**src/verilog/gpio_ports_pkg.sv**
```systemverilog
package gpio_ports_pkg;

  localparam int unsigned PA_WIDTH = 7;
  localparam int unsigned PB_WIDTH = 8;
  localparam int unsigned PC_WIDTH = 5;

  // printed offsets are register indices; byte address is four times
  localparam logic [11:0] IDX_PORT_A_DATA      = 12'h000;
  localparam logic [11:0] IDX_PORT_B_DATA      = 12'h001;
  localparam logic [11:0] IDX_PORT_C_DATA      = 12'h002;
  localparam logic [11:0] IDX_PORT_A_DIRECTION = 12'h004;
  localparam logic [11:0] IDX_PORT_B_DIRECTION = 12'h005;
  localparam logic [11:0] IDX_PORT_C_DIRECTION = 12'h006;
  localparam logic [11:0] IDX_PIN_MUX_CONTROL  = 12'h008;

  localparam int unsigned ADDR_LSB      = 2;
  localparam int unsigned CLKOUT_BIT    = 7;
  localparam int unsigned CLKOUT_PIN    = 2;
  localparam int unsigned SHARED_LO_PIN = 6;
  localparam int unsigned SHARED_HI_PIN = 7;

  localparam logic [7:0] DIR_RESET = 8'h00;

endpackage

```
**src/verilog/parallel_io_ports.sv**
```systemverilog
// What this block does
// [RULE1] port a: seven pins, each with a latch bit and direction bit
// [RULE2] port b: eight pins with latch and direction, shared with converter and timer
// [RULE3] port c: five pins, each with latch bit and direction bit
// [RULE4] reset leaves data latches unchanged; only direction registers reset (code also clears the pin mux timer enables)
// [RULE5] direction 1 drives latch onto pin; 0 leaves pin as input
// [RULE6] reset clears all direction bits, all pins become inputs
// [RULE7] data read returns latch for bits whose direction is 1
// [RULE8] data read returns sampled pin level for bits whose direction is 0
// [RULE9] data writes always update the latch, regardless of direction
// [RULE10] port a, b, c data registers sit at indices 0, 1, 2
// [RULE11] port c direction bit 7 routes bus clock out on port c pin 2
// [RULE12] with clock out enabled, pin 2 driven by clock; its data bit reads 0
// [RULE13] reset clears clock-out enable with port c direction bits
// [RULE14] on port b pins 6 and 7 converter beats timer
// [RULE15] converter selecting a timer pin connects converter, disconnects timer
// [RULE16] software should disable timer channel before converter use of pin
// [RULE17] software should write latch before turning direction from 0 to 1
// [RULE18] accesses complete in one bus access; direction acts from next edge
//
// The APB interface to the registers is this design's own decision.
`timescale 1ns/10ps
module parallel_io_ports
  import gpio_ports_pkg::*;
(
  input  wire logic                  mclk,
  input  wire logic                  reset_n,
  input  wire logic                  psel,
  input  wire logic                  penable,
  input  wire logic                  pwrite,
  input  wire logic [13:0]           paddr,
  input  wire logic [31:0]           pwdata,
  output logic      [31:0]           prdata,
  output logic                       pready,
  output logic                       pslverr,
  input  wire logic [PA_WIDTH-1:0]   portAIn,
  output logic      [PA_WIDTH-1:0]   portAOut,
  output logic      [PA_WIDTH-1:0]   portAOe,
  input  wire logic [PB_WIDTH-1:0]   portBIn,
  output logic      [PB_WIDTH-1:0]   portBOut,
  output logic      [PB_WIDTH-1:0]   portBOe,
  input  wire logic [PC_WIDTH-1:0]   portCIn,
  output logic      [PC_WIDTH-1:0]   portCOut,
  output logic      [PC_WIDTH-1:0]   portCOe,
  input  wire logic [PB_WIDTH-1:0]   adcSelect,
  input  wire logic [1:0]            timerOe,
  input  wire logic [1:0]            timerOut,
  output logic      [1:0]            timerIn,
  output logic      [PB_WIDTH-1:0]   adcIn
);

  typedef struct packed {
    logic [PA_WIDTH-1:0] latchA;
    logic [PB_WIDTH-1:0] latchB;
    logic [PC_WIDTH-1:0] latchC;
    logic [PA_WIDTH-1:0] dirA;
    logic [PB_WIDTH-1:0] dirB;
    logic [PC_WIDTH-1:0] dirC;
    logic                clkOutEn;
    logic [1:0]          timerEn;
    logic                busClk;
    logic [31:0]         rdata;
  } state_t;

  state_t stQ;
  state_t stD;
  state_t stR;

  logic        setupPhase;
  logic        wrAccess;
  logic [11:0] regIdx;
  logic        mapped;
  logic [31:0] rdVal;
  logic [PC_WIDTH-1:0] portCRd;

  assign setupPhase = psel && !penable;
  assign wrAccess   = psel && penable && pwrite;
  assign regIdx     = paddr[13:ADDR_LSB];

  always_comb begin
    mapped = 1'b1;
    if (regIdx == IDX_PORT_A_DATA || regIdx == IDX_PORT_B_DATA || regIdx == IDX_PORT_C_DATA) begin // [RULE10]
      mapped = 1'b1;
    end else if (regIdx == IDX_PORT_A_DIRECTION || regIdx == IDX_PORT_B_DIRECTION) begin
      mapped = 1'b1;
    end else if (regIdx == IDX_PORT_C_DIRECTION || regIdx == IDX_PIN_MUX_CONTROL) begin
      mapped = 1'b1;
    end else begin
      mapped = 1'b0;
    end
  end

  // per-bit mux of latch vs pin; generate keeps widths independent
  logic [PA_WIDTH-1:0] portARd;
  logic [PB_WIDTH-1:0] portBRd;
  genvar gi;
  generate
    for (gi = 0; gi < PA_WIDTH; gi++) begin : g_rd_a
      assign portARd[gi] = stQ.dirA[gi] ? stQ.latchA[gi] : portAIn[gi]; // [RULE7] [RULE8]
    end
    for (gi = 0; gi < PB_WIDTH; gi++) begin : g_rd_b
      assign portBRd[gi] = stQ.dirB[gi] ? stQ.latchB[gi] : portBIn[gi]; // [RULE7] [RULE8]
    end
    for (gi = 0; gi < PC_WIDTH; gi++) begin : g_rd_c
      if (gi == CLKOUT_PIN) begin : g_clk
        assign portCRd[gi] = stQ.clkOutEn ? 1'b0 : (stQ.dirC[gi] ? stQ.latchC[gi] : portCIn[gi]); // [RULE12]
      end else begin : g_plain
        assign portCRd[gi] = stQ.dirC[gi] ? stQ.latchC[gi] : portCIn[gi]; // [RULE7] [RULE8]
      end
    end
  endgenerate

  always_comb begin
    rdVal = 32'h0000_0000;
    if (regIdx == IDX_PORT_A_DATA) begin
      rdVal[PA_WIDTH-1:0] = portARd;
    end else if (regIdx == IDX_PORT_B_DATA) begin
      rdVal[PB_WIDTH-1:0] = portBRd;
    end else if (regIdx == IDX_PORT_C_DATA) begin
      rdVal[PC_WIDTH-1:0] = portCRd;
    end else if (regIdx == IDX_PORT_A_DIRECTION) begin
      rdVal[PA_WIDTH-1:0] = stQ.dirA;
    end else if (regIdx == IDX_PORT_B_DIRECTION) begin
      rdVal[PB_WIDTH-1:0] = stQ.dirB;
    end else if (regIdx == IDX_PORT_C_DIRECTION) begin
      rdVal[PC_WIDTH-1:0] = stQ.dirC;
      rdVal[CLKOUT_BIT]   = stQ.clkOutEn; // [RULE11]
    end else if (regIdx == IDX_PIN_MUX_CONTROL) begin
      rdVal[1:0] = stQ.timerEn;
    end else begin
      rdVal = 32'h0000_0000;
    end
  end

  always_comb begin
    stD = stQ;
    // bus clock at half mclk rate, the fastest an flop-driven pin can toggle
    stD.busClk = ~stQ.busClk;
    // sample read data in setup so access phase answers at once
    if (setupPhase && !pwrite) begin
      stD.rdata = mapped ? rdVal : 32'h0000_0000; // [RULE18]
    end
    if (wrAccess) begin
      if (regIdx == IDX_PORT_A_DATA) begin
        stD.latchA = pwdata[PA_WIDTH-1:0]; // [RULE1] [RULE9]
      end else if (regIdx == IDX_PORT_B_DATA) begin
        stD.latchB = pwdata[PB_WIDTH-1:0]; // [RULE2] [RULE9]
      end else if (regIdx == IDX_PORT_C_DATA) begin
        stD.latchC = pwdata[PC_WIDTH-1:0]; // [RULE3] [RULE9]
      end else if (regIdx == IDX_PORT_A_DIRECTION) begin
        stD.dirA = pwdata[PA_WIDTH-1:0];
      end else if (regIdx == IDX_PORT_B_DIRECTION) begin
        stD.dirB = pwdata[PB_WIDTH-1:0];
      end else if (regIdx == IDX_PORT_C_DIRECTION) begin
        stD.dirC     = pwdata[PC_WIDTH-1:0];
        stD.clkOutEn = pwdata[CLKOUT_BIT]; // [RULE11]
      end else if (regIdx == IDX_PIN_MUX_CONTROL) begin
        stD.timerEn = pwdata[1:0];
      end
    end
  end

  // reset value: latches keep their contents unless written; direction, enables, bus clock and read data clear
  always_comb begin
    stR          = stD; // [RULE4]
    stR.dirA     = DIR_RESET[PA_WIDTH-1:0]; // [RULE6]
    stR.dirB     = DIR_RESET[PB_WIDTH-1:0]; // [RULE6]
    stR.dirC     = DIR_RESET[PC_WIDTH-1:0]; // [RULE6] [RULE13]
    stR.clkOutEn = 1'b0; // [RULE13]
    stR.timerEn  = 2'b00;
    stR.busClk   = 1'b0;
    stR.rdata    = 32'h0000_0000;
  end

  // synchronous reset, so holding latches is legal here
  always_ff @(posedge mclk) begin
    if (!reset_n) begin
      stQ <= stR;
    end else begin
      stQ <= stD; // [RULE18]
    end
  end

  assign prdata  = stQ.rdata;
  assign pready  = 1'b1;
  assign pslverr = psel && penable && !mapped;

  // pin drivers; latches come from flops, direction acts the edge after write
  logic [1:0] sharedHasTimer;
  always_comb begin
    portAOut = stQ.latchA;
    portAOe  = stQ.dirA; // [RULE5]
    portBOut = stQ.latchB;
    portBOe  = stQ.dirB; // [RULE5]
    sharedHasTimer = stQ.timerEn & ~{adcSelect[SHARED_HI_PIN], adcSelect[SHARED_LO_PIN]}; // [RULE14] [RULE15]
    if (sharedHasTimer[0] && timerOe[0]) begin
      portBOut[SHARED_LO_PIN] = timerOut[0];
      portBOe[SHARED_LO_PIN]  = 1'b1;
    end
    if (sharedHasTimer[1] && timerOe[1]) begin
      portBOut[SHARED_HI_PIN] = timerOut[1];
      portBOe[SHARED_HI_PIN]  = 1'b1;
    end
    // converter owns the pin: buffer off so analog input is undisturbed
    if (adcSelect[SHARED_LO_PIN]) begin
      portBOe[SHARED_LO_PIN] = 1'b0; // [RULE14]
    end
    if (adcSelect[SHARED_HI_PIN]) begin
      portBOe[SHARED_HI_PIN] = 1'b0; // [RULE14]
    end
    timerIn[0] = sharedHasTimer[0] ? portBIn[SHARED_LO_PIN] : 1'b0; // [RULE15]
    timerIn[1] = sharedHasTimer[1] ? portBIn[SHARED_HI_PIN] : 1'b0; // [RULE15]
    adcIn    = portBIn & adcSelect;
    portCOut = stQ.latchC;
    portCOe  = stQ.dirC; // [RULE5]
    if (stQ.clkOutEn) begin
      portCOut[CLKOUT_PIN] = stQ.busClk; // [RULE12]
      portCOe[CLKOUT_PIN]  = 1'b1; // [RULE11]
    end
  end

  // reset clears control only; latches ride through, unknown until written
  AST_DIR_RESET: assert property (@(posedge mclk) // [RULE6]
      !reset_n |=> (portAOe == '0 && portCOe == '0))
    else $error("direction not cleared by reset");
  AST_DIR_RESET_B: assert property (@(posedge mclk) // [RULE6]
      !reset_n |=> portBOe == '0)
    else $error("port b direction not cleared by reset");
  AST_CLK_RESET: assert property (@(posedge mclk) // [RULE13]
      !reset_n |=> !stQ.clkOutEn)
    else $error("clock out enable not cleared by reset");
  AST_LATCH_HOLD: assert property (@(posedge mclk) // [RULE4]
      (!reset_n && !wrAccess) |=> stQ.latchA === $past(stQ.latchA))
    else $error("reset disturbed port a latch");
  AST_LATCH_HOLD_B: assert property (@(posedge mclk) // [RULE4]
      (!reset_n && !wrAccess) |=> stQ.latchB === $past(stQ.latchB))
    else $error("reset disturbed port b latch");
  AST_LATCH_HOLD_C: assert property (@(posedge mclk) // [RULE4]
      (!reset_n && !wrAccess) |=> stQ.latchC === $past(stQ.latchC))
    else $error("reset disturbed port c latch");
  AST_BUSCLK_RESET: assert property (@(posedge mclk) // [RULE13]
      !reset_n |=> !portCOe[CLKOUT_PIN])
    else $error("clock pin still driven after reset");

  // register writes land at the access edge
  AST_WRITE_A: assert property (@(posedge mclk) disable iff (!reset_n) // [RULE9]
      (wrAccess && regIdx == IDX_PORT_A_DATA) |=> portAOut == $past(pwdata[PA_WIDTH-1:0]))
    else $error("port a latch write lost");
  AST_WRITE_B: assert property (@(posedge mclk) disable iff (!reset_n) // [RULE2] [RULE9]
      (wrAccess && regIdx == IDX_PORT_B_DATA) |=> stQ.latchB == $past(pwdata[PB_WIDTH-1:0]))
    else $error("port b latch write lost");
  AST_WRITE_C: assert property (@(posedge mclk) disable iff (!reset_n) // [RULE3] [RULE9]
      (wrAccess && regIdx == IDX_PORT_C_DATA) |=> stQ.latchC == $past(pwdata[PC_WIDTH-1:0]))
    else $error("port c latch write lost");
  AST_WRITE_INPUT: assert property (@(posedge mclk) disable iff (!reset_n) // [RULE9]
      (wrAccess && regIdx == IDX_PORT_A_DATA && stQ.dirA == '0) |=> portAOe == '0)
    else $error("write to input pin drove it");
  AST_DIR_NEXT: assert property (@(posedge mclk) disable iff (!reset_n) // [RULE18]
      (wrAccess && regIdx == IDX_PORT_A_DIRECTION) |=> portAOe == $past(pwdata[PA_WIDTH-1:0]))
    else $error("direction write not on pin next edge");
  AST_DIR_NEXT_B: assert property (@(posedge mclk) disable iff (!reset_n) // [RULE18]
      (wrAccess && regIdx == IDX_PORT_B_DIRECTION) |=> stQ.dirB == $past(pwdata[PB_WIDTH-1:0]))
    else $error("port b direction write lost");
  AST_DIR_NEXT_C: assert property (@(posedge mclk) disable iff (!reset_n) // [RULE11]
      (wrAccess && regIdx == IDX_PORT_C_DIRECTION) |=>
      (stQ.dirC == $past(pwdata[PC_WIDTH-1:0]) && stQ.clkOutEn == $past(pwdata[CLKOUT_BIT])))
    else $error("port c direction write lost");
  AST_UNMAPPED_WR: assert property (@(posedge mclk) disable iff (!reset_n) // [RULE10]
      (wrAccess && !mapped) |=>
      (stQ.dirA == $past(stQ.dirA) && stQ.dirB == $past(stQ.dirB) && stQ.dirC == $past(stQ.dirC)))
    else $error("unmapped write changed a register");

  // pin buffers follow the registers
  AST_OE_FOLLOW: assert property (@(posedge mclk) disable iff (!reset_n) // [RULE5]
      (stQ.dirA[0] && !portAOe[0]) == 1'b0)
    else $error("output buffer off while direction set");
  AST_OE_A: assert property (@(posedge mclk) disable iff (!reset_n) // [RULE5]
      portAOe == stQ.dirA)
    else $error("port a buffer not per direction");
  AST_OUT_A: assert property (@(posedge mclk) disable iff (!reset_n) // [RULE5]
      portAOut === stQ.latchA)
    else $error("port a pin not latch");
  AST_OE_B: assert property (@(posedge mclk) disable iff (!reset_n) // [RULE5]
      portBOe[SHARED_LO_PIN-1:0] == stQ.dirB[SHARED_LO_PIN-1:0])
    else $error("port b buffer not per direction");
  AST_OUT_B: assert property (@(posedge mclk) disable iff (!reset_n) // [RULE5]
      portBOut[SHARED_LO_PIN-1:0] === stQ.latchB[SHARED_LO_PIN-1:0])
    else $error("port b pin not latch");
  AST_OE_C: assert property (@(posedge mclk) disable iff (!reset_n) // [RULE5]
      !stQ.clkOutEn |-> portCOe == stQ.dirC)
    else $error("port c buffer not per direction");
  AST_OUT_C: assert property (@(posedge mclk) disable iff (!reset_n) // [RULE5]
      !stQ.clkOutEn |-> portCOut === stQ.latchC)
    else $error("port c pin not latch");

  // read data: latch for outputs, pin for inputs
  AST_RD_INPUT: assert property (@(posedge mclk) disable iff (!reset_n) // [RULE8]
      (setupPhase && !pwrite && regIdx == IDX_PORT_A_DATA && stQ.dirA == '0)
      |=> prdata[PA_WIDTH-1:0] == $past(portAIn))
    else $error("input read not pin level");
  AST_RD_OUTPUT: assert property (@(posedge mclk) disable iff (!reset_n) // [RULE7]
      (setupPhase && !pwrite && regIdx == IDX_PORT_B_DATA && stQ.dirB == '1)
      |=> prdata[PB_WIDTH-1:0] == $past(stQ.latchB))
    else $error("output read not latch");
  AST_RD_A_OUT: assert property (@(posedge mclk) disable iff (!reset_n) // [RULE7]
      (setupPhase && !pwrite && regIdx == IDX_PORT_A_DATA && stQ.dirA == '1)
      |=> prdata[PA_WIDTH-1:0] === $past(stQ.latchA))
    else $error("port a output read not latch");
  AST_RD_B_IN: assert property (@(posedge mclk) disable iff (!reset_n) // [RULE8]
      (setupPhase && !pwrite && regIdx == IDX_PORT_B_DATA && stQ.dirB == '0)
      |=> prdata[PB_WIDTH-1:0] == $past(portBIn))
    else $error("port b input read not pin");
  AST_RD_C_OUT: assert property (@(posedge mclk) disable iff (!reset_n) // [RULE7]
      (setupPhase && !pwrite && regIdx == IDX_PORT_C_DATA && stQ.dirC == '1 && !stQ.clkOutEn)
      |=> prdata[PC_WIDTH-1:0] === $past(stQ.latchC))
    else $error("port c output read not latch");
  AST_PIN2_READ: assert property (@(posedge mclk) disable iff (!reset_n) // [RULE8]
      (setupPhase && !pwrite && regIdx == IDX_PORT_C_DATA && !stQ.dirC[CLKOUT_PIN] && !stQ.clkOutEn)
      |=> prdata[CLKOUT_PIN] == $past(portCIn[CLKOUT_PIN]))
    else $error("port c pin 2 input read wrong");
  AST_RD_DIR_A: assert property (@(posedge mclk) disable iff (!reset_n) // [RULE1]
      (setupPhase && !pwrite && regIdx == IDX_PORT_A_DIRECTION)
      |=> prdata[PA_WIDTH-1:0] == $past(stQ.dirA))
    else $error("port a direction read wrong");
  AST_RD_DIR_B: assert property (@(posedge mclk) disable iff (!reset_n) // [RULE2]
      (setupPhase && !pwrite && regIdx == IDX_PORT_B_DIRECTION)
      |=> prdata[PB_WIDTH-1:0] == $past(stQ.dirB))
    else $error("port b direction read wrong");
  AST_RD_DIR_C: assert property (@(posedge mclk) disable iff (!reset_n) // [RULE11]
      (setupPhase && !pwrite && regIdx == IDX_PORT_C_DIRECTION)
      |=> (prdata[PC_WIDTH-1:0] == $past(stQ.dirC) && prdata[CLKOUT_BIT] == $past(stQ.clkOutEn)))
    else $error("port c direction read wrong");
  AST_RD_UPPER: assert property (@(posedge mclk) disable iff (!reset_n) // [RULE18]
      prdata[31:PB_WIDTH] == '0)
    else $error("unused read bits not zero");

  // bus answers in one access, error only on unmapped access
  AST_READY: assert property (@(posedge mclk) disable iff (!reset_n) // [RULE18]
      pready)
    else $error("wait state inserted");
  AST_SETUP_NO_ERR: assert property (@(posedge mclk) disable iff (!reset_n) // [RULE18]
      setupPhase |-> !pslverr)
    else $error("error flagged in setup");
  AST_MAP_DATA: assert property (@(posedge mclk) disable iff (!reset_n) // [RULE10]
      (psel && penable && regIdx <= IDX_PORT_C_DATA) |-> !pslverr)
    else $error("data register refused");
  AST_UNMAPPED_ERR: assert property (@(posedge mclk) disable iff (!reset_n) // [RULE10]
      (psel && penable && !mapped) |-> pslverr)
    else $error("unmapped access not refused");

  // clock output on port c pin 2
  AST_CLK_TOGGLE: assert property (@(posedge mclk) disable iff (!reset_n) // [RULE11]
      (stQ.clkOutEn && $past(stQ.clkOutEn)) |-> portCOut[CLKOUT_PIN] != $past(portCOut[CLKOUT_PIN]))
    else $error("clock output not toggling");
  AST_CLK_DRIVE: assert property (@(posedge mclk) disable iff (!reset_n) // [RULE12]
      stQ.clkOutEn |-> (portCOe[CLKOUT_PIN] && portCOut[CLKOUT_PIN] == stQ.busClk))
    else $error("clock pin not driven by clock");
  AST_CLK_RELEASE: assert property (@(posedge mclk) disable iff (!reset_n) // [RULE11]
      (!stQ.clkOutEn && !stQ.dirC[CLKOUT_PIN]) |-> !portCOe[CLKOUT_PIN])
    else $error("clock pin not released");
  AST_CLK_RDZERO: assert property (@(posedge mclk) disable iff (!reset_n) // [RULE12]
      (setupPhase && !pwrite && regIdx == IDX_PORT_C_DATA && stQ.clkOutEn) |=> !prdata[CLKOUT_PIN])
    else $error("clock pin data bit not zero");

  // shared port b pins: converter first, then timer
  AST_ADC_PRIO: assert property (@(posedge mclk) disable iff (!reset_n) // [RULE14] [RULE15]
      adcSelect[SHARED_HI_PIN] |-> (!portBOe[SHARED_HI_PIN] && timerIn[1] == 1'b0))
    else $error("timer kept shared pin under converter");
  AST_ADC_LO: assert property (@(posedge mclk) disable iff (!reset_n) // [RULE14] [RULE15]
      adcSelect[SHARED_LO_PIN] |-> (!portBOe[SHARED_LO_PIN] && timerIn[0] == 1'b0))
    else $error("timer kept low shared pin");
  AST_TIMER_LO: assert property (@(posedge mclk) disable iff (!reset_n) // [RULE2]
      (stQ.timerEn[0] && !adcSelect[SHARED_LO_PIN] && timerOe[0]) |-> (portBOe[SHARED_LO_PIN] && portBOut[SHARED_LO_PIN] == timerOut[0]))
    else $error("timer not driving low shared pin");
  AST_TIMER_HI: assert property (@(posedge mclk) disable iff (!reset_n) // [RULE2]
      (stQ.timerEn[1] && !adcSelect[SHARED_HI_PIN] && timerOe[1]) |-> (portBOe[SHARED_HI_PIN] && portBOut[SHARED_HI_PIN] == timerOut[1]))
    else $error("timer not driving high shared pin");
  AST_TIMER_IN_LO: assert property (@(posedge mclk) disable iff (!reset_n) // [RULE2]
      (stQ.timerEn[0] && !adcSelect[SHARED_LO_PIN]) |-> timerIn[0] == portBIn[SHARED_LO_PIN])
    else $error("timer not seeing low shared pin");
  AST_TIMER_IN_HI: assert property (@(posedge mclk) disable iff (!reset_n) // [RULE2]
      (stQ.timerEn[1] && !adcSelect[SHARED_HI_PIN]) |-> timerIn[1] == portBIn[SHARED_HI_PIN])
    else $error("timer not seeing high shared pin");
  AST_ADC_IN: assert property (@(posedge mclk) disable iff (!reset_n) // [RULE15]
      adcIn == (portBIn & adcSelect))
    else $error("converter input not per selection");

endmodule // parallel_io_ports

```
**config.mk**
```make
export PLATFORM = sky130hd
export DESIGN_NAME = parallel_io_ports
export DESIGN_NICKNAME = d
export VERILOG_FILES = /design/src/verilog/gpio_ports_pkg.sv /design/src/verilog/parallel_io_ports.sv
export SDC_FILE = /design/constraint.sdc
export NUM_CORES = 1
export LEC_CHECK = 0
export BUFFER_PORTS_ARGS = -buffer_cell sky130_fd_sc_hd__buf_2
export CORE_AREA = 2 2 77 116
export DETAILED_ROUTE_END_ITERATION = 8
export DIE_AREA = 0 0 79 118
export PLACE_DENSITY = 0.71
export SYNTH_ARGS = -nofsm -noshare
export SYNTH_HDL_FRONTEND = slang
export SYNTH_SLANG_ARGS = --single-unit
export TNS_END_PERCENT = 20
```
**constraint.sdc**
```tcl
create_clock -name mclk -period 4.6 [get_ports mclk]
set_input_delay 0.92 -clock mclk [delete_from_list [all_inputs] [get_ports mclk]]
set_output_delay 0.92 -clock mclk [all_outputs]
set_load 0.02 [all_outputs]
```
* Word level (Yosys, flattened, before mapping)
Cells that the tools add are included.
** Word-level totals
- Input port bits :: 83
- Register bits :: 76
- Output and inout bits :: 84
- Logic and storage cells :: 109
** Cells by class
- Eq/ne operators :: 6
- Mux-type cells :: 64
- Reduce and logical (&&, ||, !) cells :: 19
- Bitwise logic cells :: 10
** Operators by type and width (count)
- 8-bit 2-to-1 mux :: 9
- 43-bit 2-to-1 mux :: 1
- 12-bit by 3-bit == test with 1-bit output (second input constant) :: 3
- 1-bit 2-to-1 mux :: 36
- 36-bit 2-to-1 mux :: 1
- 32-bit 2-to-1 mux :: 1
- 28-bit 2-to-1 mux :: 1
- 7-bit 2-to-1 mux :: 4
- 25-bit 2-to-1 mux :: 1
- 23-bit 2-to-1 mux :: 1
- 16-bit 2-to-1 mux :: 1
- 5-bit 2-to-1 mux :: 3
- 12-bit by 1-bit == test with 1-bit output (second input constant) :: 1
- 12-bit by 2-bit == test with 1-bit output (second input constant) :: 1
- 12-bit by 4-bit == test with 1-bit output (second input constant) :: 1
- 12-bit zero test :: 1
- 8-bit bitwise AND :: 1
- 8-bit AND reduction :: 1
- 1-bit logical AND :: 7
- 1-bit NOT :: 7
- 7-bit AND reduction :: 1
- 2-bit 2-to-1 mux :: 3
- 6-bit 2-to-1 mux :: 1
- 6-bit AND reduction :: 1
- other kinds (6) :: 11

* Depth between registers and ports, before layout
Gate-level depths: netlist of the first run.
- Word-level depth :: 13
- Depth in mapped cells :: 7
- Gate-level depth less buffers :: 5

* Worst setup path before layout of the first run
No wires, ideal clock.
- Path type :: input-to-reg
- Start :: input port paddr[7]
- End :: register stQ (netlist bit portBOut[0]) (enable)
- Slack :: 1.525 ns
- Path buffers :: 1
- Stages :: 4
- Data required time :: 4.215 ns
- Data arrival time :: 2.690 ns
- Setup time :: 0.385 ns
- Path through :: or4_4 or3_1 buf_6 nor3b_1
** On the way
- Longest elaborated chain between the ends :: 4
** RTL lines
- from (decl) :: RTL line parallel_io_ports.sv:31 : input wire logic [13:0] paddr,
- 12-bit by 1-bit == test with 1-bit output :: RTL line parallel_io_ports.sv:146 : end else if (regIdx == IDX_PORT_B_DATA) begin
- 8-bit 2-to-1 mux :: RTL line parallel_io_ports.sv:146
- 36-bit 2-to-1 mux (*) :: RTL line parallel_io_ports.sv:144 : if (regIdx == IDX_PORT_A_DATA) begin
- 43-bit 2-to-1 mux (*) :: RTL line parallel_io_ports.sv:143 : if (wrAccess) begin
- to (signal assigned) :: RTL line parallel_io_ports.sv:178 : stQ <= stR;
- to (signal assigned) :: RTL line parallel_io_ports.sv:180 : stQ <= stD;
- to (decl) :: RTL line parallel_io_ports.sv:65 : state_t stQ;
Mark *: on every way between the ends. The rest lies on a longest branch, timed or not.
A chain may end at the register's enable or synchronous reset.

* Final worst setup path of the first run
- Start :: input port paddr[7]
- End :: register stQ (netlist bit portBOut[1]) (enable)
The elaborated chain is that of the path after synthesis.

==> results of run 1 <==
-- kinds of logic after synthesis --
logic type / Yosys count / synth area share, %
simple gates: 103 / 19.8
buf+inv: 80 / 17.2
compound gates: 56 / 11.4
flops: 52 / 37.9
mux: 43 / 13.4
other cells: 2 / 0.230
-- layout by cell type, fill, tap and decap left out, types with 2 or more instances in the layout --
cell type / netlist / final
buf_2: 3 / 115
mux2i_1: 36 / 36
nor2b_1: 33 / 33
dfxtp_1: 32 / 32
conb_1: 2 / 25
edfxtp_1: 20 / 20
nor2_1: 16 / 16
o21ai_0: 14 / 14
nand2_1: 12 / 12
nand2b_1: 9 / 9
a21oi_1: 9 / 9
and2_1: 8 / 8
mux2_2: 7 / 7
clkbuf_16: 0 / 5
or2_2: 3 / 3
nor3_1: 3 / 3
nand3_1: 3 / 3
nor3b_1: 3 / 3
a2111oi_0: 3 / 3
nand4_4: 3 / 3
a31oi_1: 3 / 3
a211oi_1: 3 / 3
or4_4: 2 / 2
a2bb2oi_1: 2 / 2
o41ai_1: 2 / 2
a32o_1: 2 / 2
o32ai_1: 2 / 2
a22oi_1: 2 / 2
o21ai_1: 2 / 2
a21boi_0: 2 / 2
o22ai_1: 2 / 2
buf_4: 67 / 2
-- synth_stat cells (all sizes together), types with 3 or more instances --
cell type	number	share of area, %
buf	72	16
mux2i	36	11
nor2b	33	6.3
dfxtp	32	20
edfxtp	20	18
nor2	17	2.0
o21ai	16	2.4
nand2	12	1.4
nand2b	10	2.1
a21oi	9	1.4
and2	8	1.5
clkbuf	7	0.80
mux2	7	2.4
nand4	4	2.1
nor3	4	0.96
a2111oi	3	0.80
a211oi	3	0.69
a31oi	3	0.57
nand3	3	0.46
nor3b	3	0.69
or2	3	0.57
-- power groups by stage --
stage | clock network (mW) | logic, mW | registers, mW
after floorplan | 0 | 0.0827 | 0.488
after global placement | 0 | 0.108 | 0.488
after detailed placement | 0 | 0.110 | 0.488
after CTS | 0.416 | 0.110 | 0.478
after global routing | 0.434 | 0.121 | 0.478
final | 0.410 | 0.110 | 0.478
-- worst reg2reg max path: stages, from the launching register on --
cell	delay [ns]
dfxtp_1	0.39
mux2i_1	0.20
a21oi_1	0.08
o21ai_0	0.29
o41ai_1	0.15
a32o_1	0.23
-- registers in the layout, summed over array words and instances, names as in the netlist --
register / cells
stQ: 10
prdata: 8
portAOe: 7
portAOut: 7
portBOe: 6
portBOut: 6
portCOe: 4
portCOut: 4
-- final timing paths --
check                          start                      to  slack (ns)  cells past startpoint
max                         paddr[7]   portBOut[1]$_DFFE_PP_        1.40                      5
min               stQ[32]$_SDFF_PN0_      stQ[32]$_SDFF_PN0_        0.42                      1
max reg2reg  portBOe[1]$_SDFFE_PN0P_  prdata[1]$_SDFFE_PN0P_        3.16                      5
min reg2reg       stQ[32]$_SDFF_PN0_      stQ[32]$_SDFF_PN0_        0.42                      1
-- layer usage --
metal | track usage (%) | part of all wire, %
met5 | 0 | 0
met4 | 8.19 | 3.2
met3 | 3.30 | 5.7
met2 | 29.0 | 51
met1 | 19.1 | 40
-- cell type report --
type	count	area (um^2)
clock inverters	2	35.0
clock buffers	6	129
multi-input cells	227	1550
well taps	107	134
flip-flops and latches	52	1240
repair buffers	117	591
inverters	1	3.75
fillers	834	4620
==> impl_metrics.env, run 1 <==
export IMPL_status="complete, no violations"
export IMPL_ios=167
export IMPL_first_global_vias=2469
export IMPL_relSlewSlack_pct=38.6
export IMPL_p_sw_uw=225
export IMPL_cpPeakStageDelay_ns=0.80
export IMPL_avgSynthCellArea_um2=9.74
export IMPL_netlist_area_um2=3270
export IMPL_clock_skew_ns=0.00789
export IMPL_critPathMaxFanout=6
export IMPL_synthFlopType="dfxtp_1"
export IMPL_critical_path_required_ns=4.60
export IMPL_numClockSinks=52
export IMPL_hold_viol=0
export IMPL_synth_edff_count=20
export IMPL_p_leak_nw=1.68
export IMPL_fin_crit_ns=3.20
export IMPL_antenna_found_initial=0
export IMPL_drt_first_iter_violations=122
export IMPL_whs_ns=0.415
export IMPL_final_cell_area_um2=3690
export IMPL_cts_buffer_depth=2
export IMPL_p_clk_share_pct=41.0
export IMPL_ys_seq_area_share_pct=37.9
export IMPL_grtUsageTotal_pct=16.7
export IMPL_p_sw_share_pct=22.5
export IMPL_dr_pass1_iters=4
export IMPL_min_path_type="flop to flop"
export IMPL_path_cells="buf_2 > or4_4 > or3_1 > nor3b_1 > buf_4"
export IMPL_coreArea_um2=8310
export IMPL_grt_max_degree=33
export IMPL_min_period_over_period_pct=69.5
export IMPL_cp_num_buf_inv=2
export IMPL_fin_cells=512
export IMPL_post_cts_setup_buffer_count=0
export IMPL_grt_setup_unrepaired="no"
export IMPL_die_h_um=118
export IMPL_h_tree_depth=2
export IMPL_wirelength_mm=7.79
export IMPL_p_total_uw=998
export IMPL_post_place_ws_ns=1.08
export IMPL_crit_arrival_ns=3.20
export IMPL_clkTransAtPathRegs_ns=0.06
export IMPL_fmaxAchievable_ghz=0.313
export IMPL_p_comb_share_pct=11.1
export IMPL_cts_tree="done"
export IMPL_vias=2507
export IMPL_place_area_um2=3520
export IMPL_power_density_nw_per_um2=271
export IMPL_async_flop_share_pct=0
export IMPL_finish_net_count=487
export IMPL_ys_types=51
export IMPL_seqPwrFrac_pct=47.9
export IMPL_gp_congestion=0.816
export IMPL_slew_violations=0
export IMPL_critPathCaptureType="flop"
export IMPL_fp_dieW_um=79
export IMPL_wire_per_inst_um=15.2
export IMPL_cts_root_buf="clkbuf_16"
export IMPL_slowest_stage="nor3b_1"
export IMPL_critPathTopFamily="simple AND/OR/NAND/NOR gates"
export IMPL_vias_per_cell=4.90
export IMPL_ant_nets=0
export IMPL_diodes=0
export IMPL_p_int_uw=774
export IMPL_yosys_warnings=0
export IMPL_cts_buffers=5
export IMPL_cap_violations=0
export IMPL_cts_hold_buffers=0
export IMPL_worstMarginPinSlew_ns=0.918
export IMPL_initial_utilization_pct=39.4
export IMPL_setup_viol=0
export IMPL_cts_resized=0
export IMPL_peakVddDrop_v=0.000138
export IMPL_syn_inst=336
export IMPL_place_hpwl_mm=6.13
export IMPL_num_rows=41
export IMPL_synth_seq_cells=52
export IMPL_final_util_pct=44.4
export IMPL_synthToLayoutAreaGrowth_pct=12.7
export IMPL_drc=0
export IMPL_startpoint_type="primary input"
export IMPL_dp_cells=504
export IMPL_crit_type="primary input to flop"
export IMPL_drive_gt1_share_pct=35.6
export IMPL_dieArea_um2=9320
export IMPL_fin_ws_ns=1.40
export IMPL_insertion_delay_ns=0.29
export IMPL_fin_setup_tns_ns=0
export IMPL_grt_pass1_wl_mm=12.2
export IMPL_overflow=0
export IMPL_io_buffers=115
(Power assumes the default switching activity.)
==> run 2, diff against run 1 <==
Settings changed: ABC_AREA set to 1, CORE_AREA 2 2 77 116 to 2 2 78 117, DIE_AREA 0 0 79 118 to 0 0 80 119, PLACE_DENSITY 0.71 to 0.73.
Clock period 4.6 ns to 2.7 ns, I/O delays scaled along.
==> run 2 against run 1 <==
Design area up 2.5%; worst hold slack better by 0.0052 ns; critical endpoint is now pslverr; combinational power up 55%; sequential power up 71%; clock power up 72%; die area up 2.1%; largest power group unchanged; critical path type is now primary input to output port; largest cell class unchanged; highest routed layer unchanged.
==> impl_metrics.env, run 2 <==
export IMPL_final_util_pct=43.9
export IMPL_p_leak_nw=1.85
export IMPL_seqPwrFrac_pct=48.2
export IMPL_largest_reg_flops=10
export IMPL_relSlewSlack_pct=59.5
export IMPL_place_hpwl_mm=7.31
export IMPL_final_cell_area_um2=3780
export IMPL_netlist_area_um2=3320
export IMPL_cts_resized=0
export IMPL_first_global_vias=2818
export IMPL_initial_utilization_pct=38.6
export IMPL_ys_top_cells_by_count="78 x nand2_1, 67 x buf_4, 51 x nor2_1, 49 x inv_1, 37 x a21oi_1"
export IMPL_dp_cells=634
export IMPL_layout_common_cells="115 x buf_2, 78 x nand2_1, 51 x nor2_1"
export IMPL_ant_nets=0
export IMPL_grt_pass1_wl_mm=13.9
export IMPL_drc=0
export IMPL_io_buffers=115
export IMPL_finish_net_count=614
export IMPL_coreArea_um2=8620
export IMPL_multi_input_area_um2=1410
export IMPL_synth_most_common_cell="nand2_1"
export IMPL_diodes=0
export IMPL_grtUsageMet1_pct=19.6
export IMPL_cts_buffers=5
export IMPL_p_comb_share_pct=10.1
export IMPL_antenna_found_initial=0
export IMPL_power_density_nw_per_um2=447
export IMPL_cts_tree="done"
export IMPL_ys_types=29
export IMPL_ios=167
export IMPL_critPathMaxFanout=7
export IMPL_grtUsageMet3_pct=3.48
export IMPL_critical_path_required_ns=2.16
export IMPL_p_sw_uw=393
export IMPL_path_cells="buf_2 > nor2_4 > nand2_2 > nor2_4 > o211ai_1 > nand3_1 > nor3_1 > buf_2"
export IMPL_grtUsageTotal_pct=19.0
export IMPL_p_clk_share_pct=41.7
export IMPL_regMostFlops="stQ"
export IMPL_fmaxAchievable_ghz=0.430
export IMPL_insertion_delay_ns=0.30
export IMPL_avgSynthCellArea_um2=7.30
export IMPL_fin_cells=642
export IMPL_cap_violations=0
export IMPL_worstMarginPinSlew_ns=0.602
export IMPL_drt_first_iter_violations=192
export IMPL_cts_root_buf="clkbuf_16"
export IMPL_num_rows=42
export IMPL_synth_seq_cells=52
export IMPL_hold_viol=0
export IMPL_min_path_type="flop to flop"
export IMPL_synth_compound_area_share_pct=11.7
export IMPL_h_tree_depth=2
export IMPL_status="complete, no violations"
export IMPL_cp_num_buf_inv=2
export IMPL_slew_violations=0
export IMPL_synth_mux_area_share_pct=1.28
export IMPL_critPathTopFamily="simple AND/OR/NAND/NOR gates"
export IMPL_critPathCaptureType="output port"
export IMPL_overflow=0
export IMPL_p_sw_share_pct=23.2
export IMPL_synth_area_leaders="dfxtp_1 19%, edfxtp_1 18%, buf_4 15%, nand2_1 8.8%, nor2_1 5.8%"
export IMPL_synth_xor_area_share_pct=0
export IMPL_drive_gt1_share_pct=30.3
export IMPL_synth_edff_count=20
export IMPL_clkTransAtPathRegs_ns=0.06
export IMPL_dr_pass1_iters=4
export IMPL_busiest_layer="met2"
export IMPL_syn_inst=455
export IMPL_p_int_mw=1.30
export IMPL_clock_skew_ns=0.00363
export IMPL_synthAdderAreaFrac_pct=0
export IMPL_nFillCells=903
export IMPL_vias=3017
export IMPL_peakVddDrop_v=0.000257
export IMPL_cts_hold_buffers=0
export IMPL_setup_viol=0
export IMPL_fin_crit_ns=2.32
export IMPL_grt_max_degree=23
export IMPL_wire_per_inst_um=13.9
export IMPL_synthFlopType="dfxtp_1"
export IMPL_place_area_um2=3620
export IMPL_crit_type="primary input to output port"
export IMPL_vias_per_cell=4.70
export IMPL_crit_arrival_ns=1.78
export IMPL_startpoint_type="primary input"
export IMPL_synthSimpleGateAreaFrac_pct=26.7
export IMPL_final_common_cell="buf_2"
export IMPL_grt_setup_unrepaired="no"
export IMPL_fin_setup_tns_ns=0
export IMPL_yosys_warnings=0
export IMPL_cpPeakStageDelay_ns=0.25
export IMPL_dieArea_um2=9520
export IMPL_slowest_stage="o211ai_1"
export IMPL_wirelength_mm=8.90
export IMPL_cts_buffer_depth=2
export IMPL_die_h_um=119
export IMPL_synth_top_family_by_area="simple AND/OR/NAND/NOR gates"
export IMPL_numClockSinks=52
export IMPL_seqCellArea_um2=1240
export IMPL_post_cts_setup_buffer_count=0
export IMPL_min_period_over_period_pct=86.1
export IMPL_ys_seq_area_share_pct=37.3
export IMPL_fp_dieW_um=80
export IMPL_synthToLayoutAreaGrowth_pct=13.7
export IMPL_synth_largest_area_cell="dfxtp_1"
export IMPL_grtUsageMet2_pct=35.9
export IMPL_synth_top_cell_area_share_pct=19.3
export IMPL_gp_congestion=0.892
export IMPL_async_flop_share_pct=0
## run 2: cell types whose count changed in the layout (fill, tap and decap cells not counted), moves of 16 or more
cell | previous run | this run
a21oi_1 | 9 | 37
inv_1 | 1 | 49
mux2i_1 | 36 | 2
nand2_1 | 12 | 78
nand3_1 | 3 | 28
nor2_1 | 16 | 51
nor2b_1 | 33 | 0
o21ai_1 | 2 | 18
## run 2: layer usage
layer | routed length (um) | part of all wire (%) | vias to the layer above
met5 | 0 | 0 | -
met4 | 244 | 2.7 | 0
met3 | 573 | 6.4 | 16
met2 | 4940 | 56 | 120
met1 | 3140 | 35 | 1363
li1 | - | - | 1518
## run 2: cell type report
class,instances,area share [%]
clock buffers,5,3.31
clock inverters,3,0.993
inverters,59,5.86
multi-input cells,294,37.3
flip-flops and latches,52,32.8
well taps,110,3.64
repair buffers,119,16.0
## run 2: final timing paths
kind                           startpoint  slack, ns                     end  cells after the start
setup reg to reg  portCOe[4]$_SDFFE_PN0P_       1.39  prdata[4]$_SDFFE_PN0P_                      8
hold / removal         stQ[32]$_SDFF_PN0_       0.42      stQ[32]$_SDFF_PN0_                      1
setup / recovery                paddr[11]       0.38                 pslverr                      8
hold reg to reg        stQ[32]$_SDFF_PN0_       0.42      stQ[32]$_SDFF_PN0_                      1
## run 2: kinds of logic (layout without fill, tap and decap cells)
group                  Yosys count  after routing
and+or+nand+nor                191            191
buffers and inverters          132            186
AOI/OAI and AO/OA               74             74
DFF                             52             52
muxes                            4              4
other                            2             25
## run 2: power groups by stage
stage	clock, mW	combinational [mW]	sequential [mW]
6_report	0.706	0.171	0.815
5_1_grt	0.757	0.189	0.814
4_1_cts	0.721	0.172	0.814
3_5_place_dp	0	0.171	0.832
3_3_place_gp	0	0.167	0.832
2_1_floorplan	0	0.121	0.832
## run 2: metrics by stage
stage / hold slack (ns) / setup slack [ns] / power, mW
after detailed placement: 0.408 / 0.380 / 1.00
after CTS: 0.419 / 0.397 / 1.71
final: 0.421 / 0.376 / 1.69
after floorplan: 0.393 / 0.629 / 0.954
after global placement: 0.403 / 0.417 / 1.00
after global routing: 0.434 / 0.305 / 1.76
## run 2: worst reg2reg max path, delay by kind of cell (launching register included)
kind / cells / cell delay [ns]
flops: 1 / 0.41
mux: 1 / 0.30
simple gates: 6 / 0.44
compound gates: 1 / 0.05
==> run 3, diff against run 2 <==
Settings changed: BUFFER_PORTS_ARGS -buffer_cell sky130_fd_sc_hd__buf_2 to not set, DONT_BUFFER_PORTS set to 1, PLACE_DENSITY 0.73 to not set.
==> run 3 against run 2 <==
Clock-buffer cell count unchanged; largest power group unchanged; clock power down 13%; design area down 16%.
==> impl_metrics.env, run 3 (same netlist as run 2, synthesis figures left out) <==
export IMPL_ios=167
export IMPL_p_total_mw=1.53
export IMPL_post_place_ws_ns=0.537
export IMPL_diodes=0
export IMPL_dr_max_layer_used="met4"
export IMPL_die_h_um=119
export IMPL_dr_pass1_iters=4
export IMPL_fp_dieW_um=80
export IMPL_dieArea_um2=9520
export IMPL_cts_tree="done"
export IMPL_first_global_vias=2486
export IMPL_path_cells="nor2_4 > nand2_2 > nor2_4 > o211ai_1 > nand3_1 > nor3_1 > buf_4"
export IMPL_final_cell_area_um2=3190
export IMPL_clock_skew_ns=0.00469
export IMPL_fmaxAchievable_ghz=0.460
export IMPL_antenna_found_initial=0
export IMPL_nFillCells=941
export IMPL_clkTransAtPathRegs_ns=0.07
export IMPL_peakVddDrop_v=0.000238
export IMPL_crit_type="primary input to output port"
export IMPL_h_tree_depth=2
export IMPL_num_rows=42
export IMPL_fin_setup_tns_ns=0
export IMPL_drc=0
export IMPL_wl_met1_mm=2.84
export IMPL_min_path_type="primary input to flop"
export IMPL_critical_path_required_ns=2.16
export IMPL_crit_arrival_ns=1.64
export IMPL_crit_top_cell="nor2_4"
export IMPL_cap_violations=0
export IMPL_layout_common_cells="78 x nand2_1, 51 x nor2_1, 49 x inv_1"
export IMPL_relSlewSlack_pct=53.4
export IMPL_power_density_nw_per_um2=482
export IMPL_post_cts_setup_buffer_count=0
export IMPL_largest_reg_flops=10
export IMPL_grtUsageTotal_pct=18.2
export IMPL_ant_nets=0
export IMPL_critPathMaxFanout=7
export IMPL_setup_viol=0
export IMPL_numClockSinks=52
export IMPL_overflow=0
export IMPL_vias_per_cell=4.89
export IMPL_cts_root_buf="clkbuf_16"
export IMPL_io_buffers=0
export IMPL_cts_resized=0
export IMPL_cpPeakStageDelay_ns=0.24
export IMPL_coreArea_um2=8620
export IMPL_cts_buffer_depth=2
export IMPL_drt_first_iter_violations=138
export IMPL_grt_max_degree=23
export IMPL_worstMarginPinSlew_ns=0.692
export IMPL_slowest_stage="o211ai_1"
export IMPL_grt_setup_unrepaired="no"
export IMPL_route_met3_wl_um=749
export IMPL_fin_ws_ns=0.524
export IMPL_cp_num_buf_inv=1
export IMPL_regMostFlops="stQ"
export IMPL_min_period_over_period_pct=80.6
export IMPL_wire_per_inst_um=16.3
export IMPL_gp_congestion=0.824
export IMPL_status="complete, no violations"
export IMPL_startpoint_type="primary input"
export IMPL_insertion_delay_ns=0.29
export IMPL_fin_crit_ns=2.18
export IMPL_hold_viol=0
export IMPL_vias=2577
export IMPL_synthToLayoutAreaGrowth_pct=-4.10
export IMPL_grt_pass1_wl_mm=12.9
export IMPL_final_common_cell="nand2_1"
export IMPL_finish_net_count=500
export IMPL_slew_violations=0
export IMPL_drive_gt1_share_pct=11.5
export IMPL_p_leak_nw=1.33
export IMPL_place_area_um2=3050
export IMPL_cts_buffers=5
export IMPL_wirelength_mm=8.60
export IMPL_critPathTopFamily="simple AND/OR/NAND/NOR gates"
export IMPL_place_hpwl_mm=7.08
export IMPL_met2_wirelength_mm=4.81
export IMPL_critPathCaptureType="output port"
export IMPL_cts_hold_buffers=0
export IMPL_initial_utilization_pct=38.6
## run 3: final timing paths
check | start | end | slack (ns) | cells past startpoint
min | pwdata[5] | portBOut[5]$_DFFE_PP_ | 0.33 | 0
min reg2reg | stQ[32]$_SDFF_PN0_ | stQ[32]$_SDFF_PN0_ | 0.45 | 1
max | paddr[11] | pslverr | 0.52 | 7
max reg2reg | portCOe[4]$_SDFFE_PN0P_ | prdata[4]$_SDFFE_PN0P_ | 1.16 | 8
## run 3: cell type report
type	count	area (um^2)	share of cell area [%]
clock buffer	5	125	3.93
clock inverter	2	12.5	0.393
inverter	59	221	6.95
multi-input combinational	294	1410	44.3
sequential	52	1240	38.9
tap	110	138	4.32
timing repair buffer	5	37.5	1.18
## run 3: metal layers
layer | vias to the layer above | track usage (%)
li1 | 1291 | -
met1 | 1146 | 17.4
met3 | 14 | 5.15
met5 | - | 0
met4 | 0 | 6.78
met2 | 126 | 35.2
## run 3: power breakdown
group	switching, mW	total, mW	internal [mW]
clock	0.278	0.615	0.337
sequential	0.000776	0.815	0.814
combinational	0.0821	0.104	0.0222
total	0.361	1.53	1.17
## run 3: metrics by stage
step	instances	util [%]	hold slack, ns
after CTS	527	37.0	0.329
after floorplan	478	-	0.393
after global placement	520	35.4	0.403
after global routing	527	37.0	0.323
after detailed placement	520	35.4	0.414
final	527	37.0	0.335
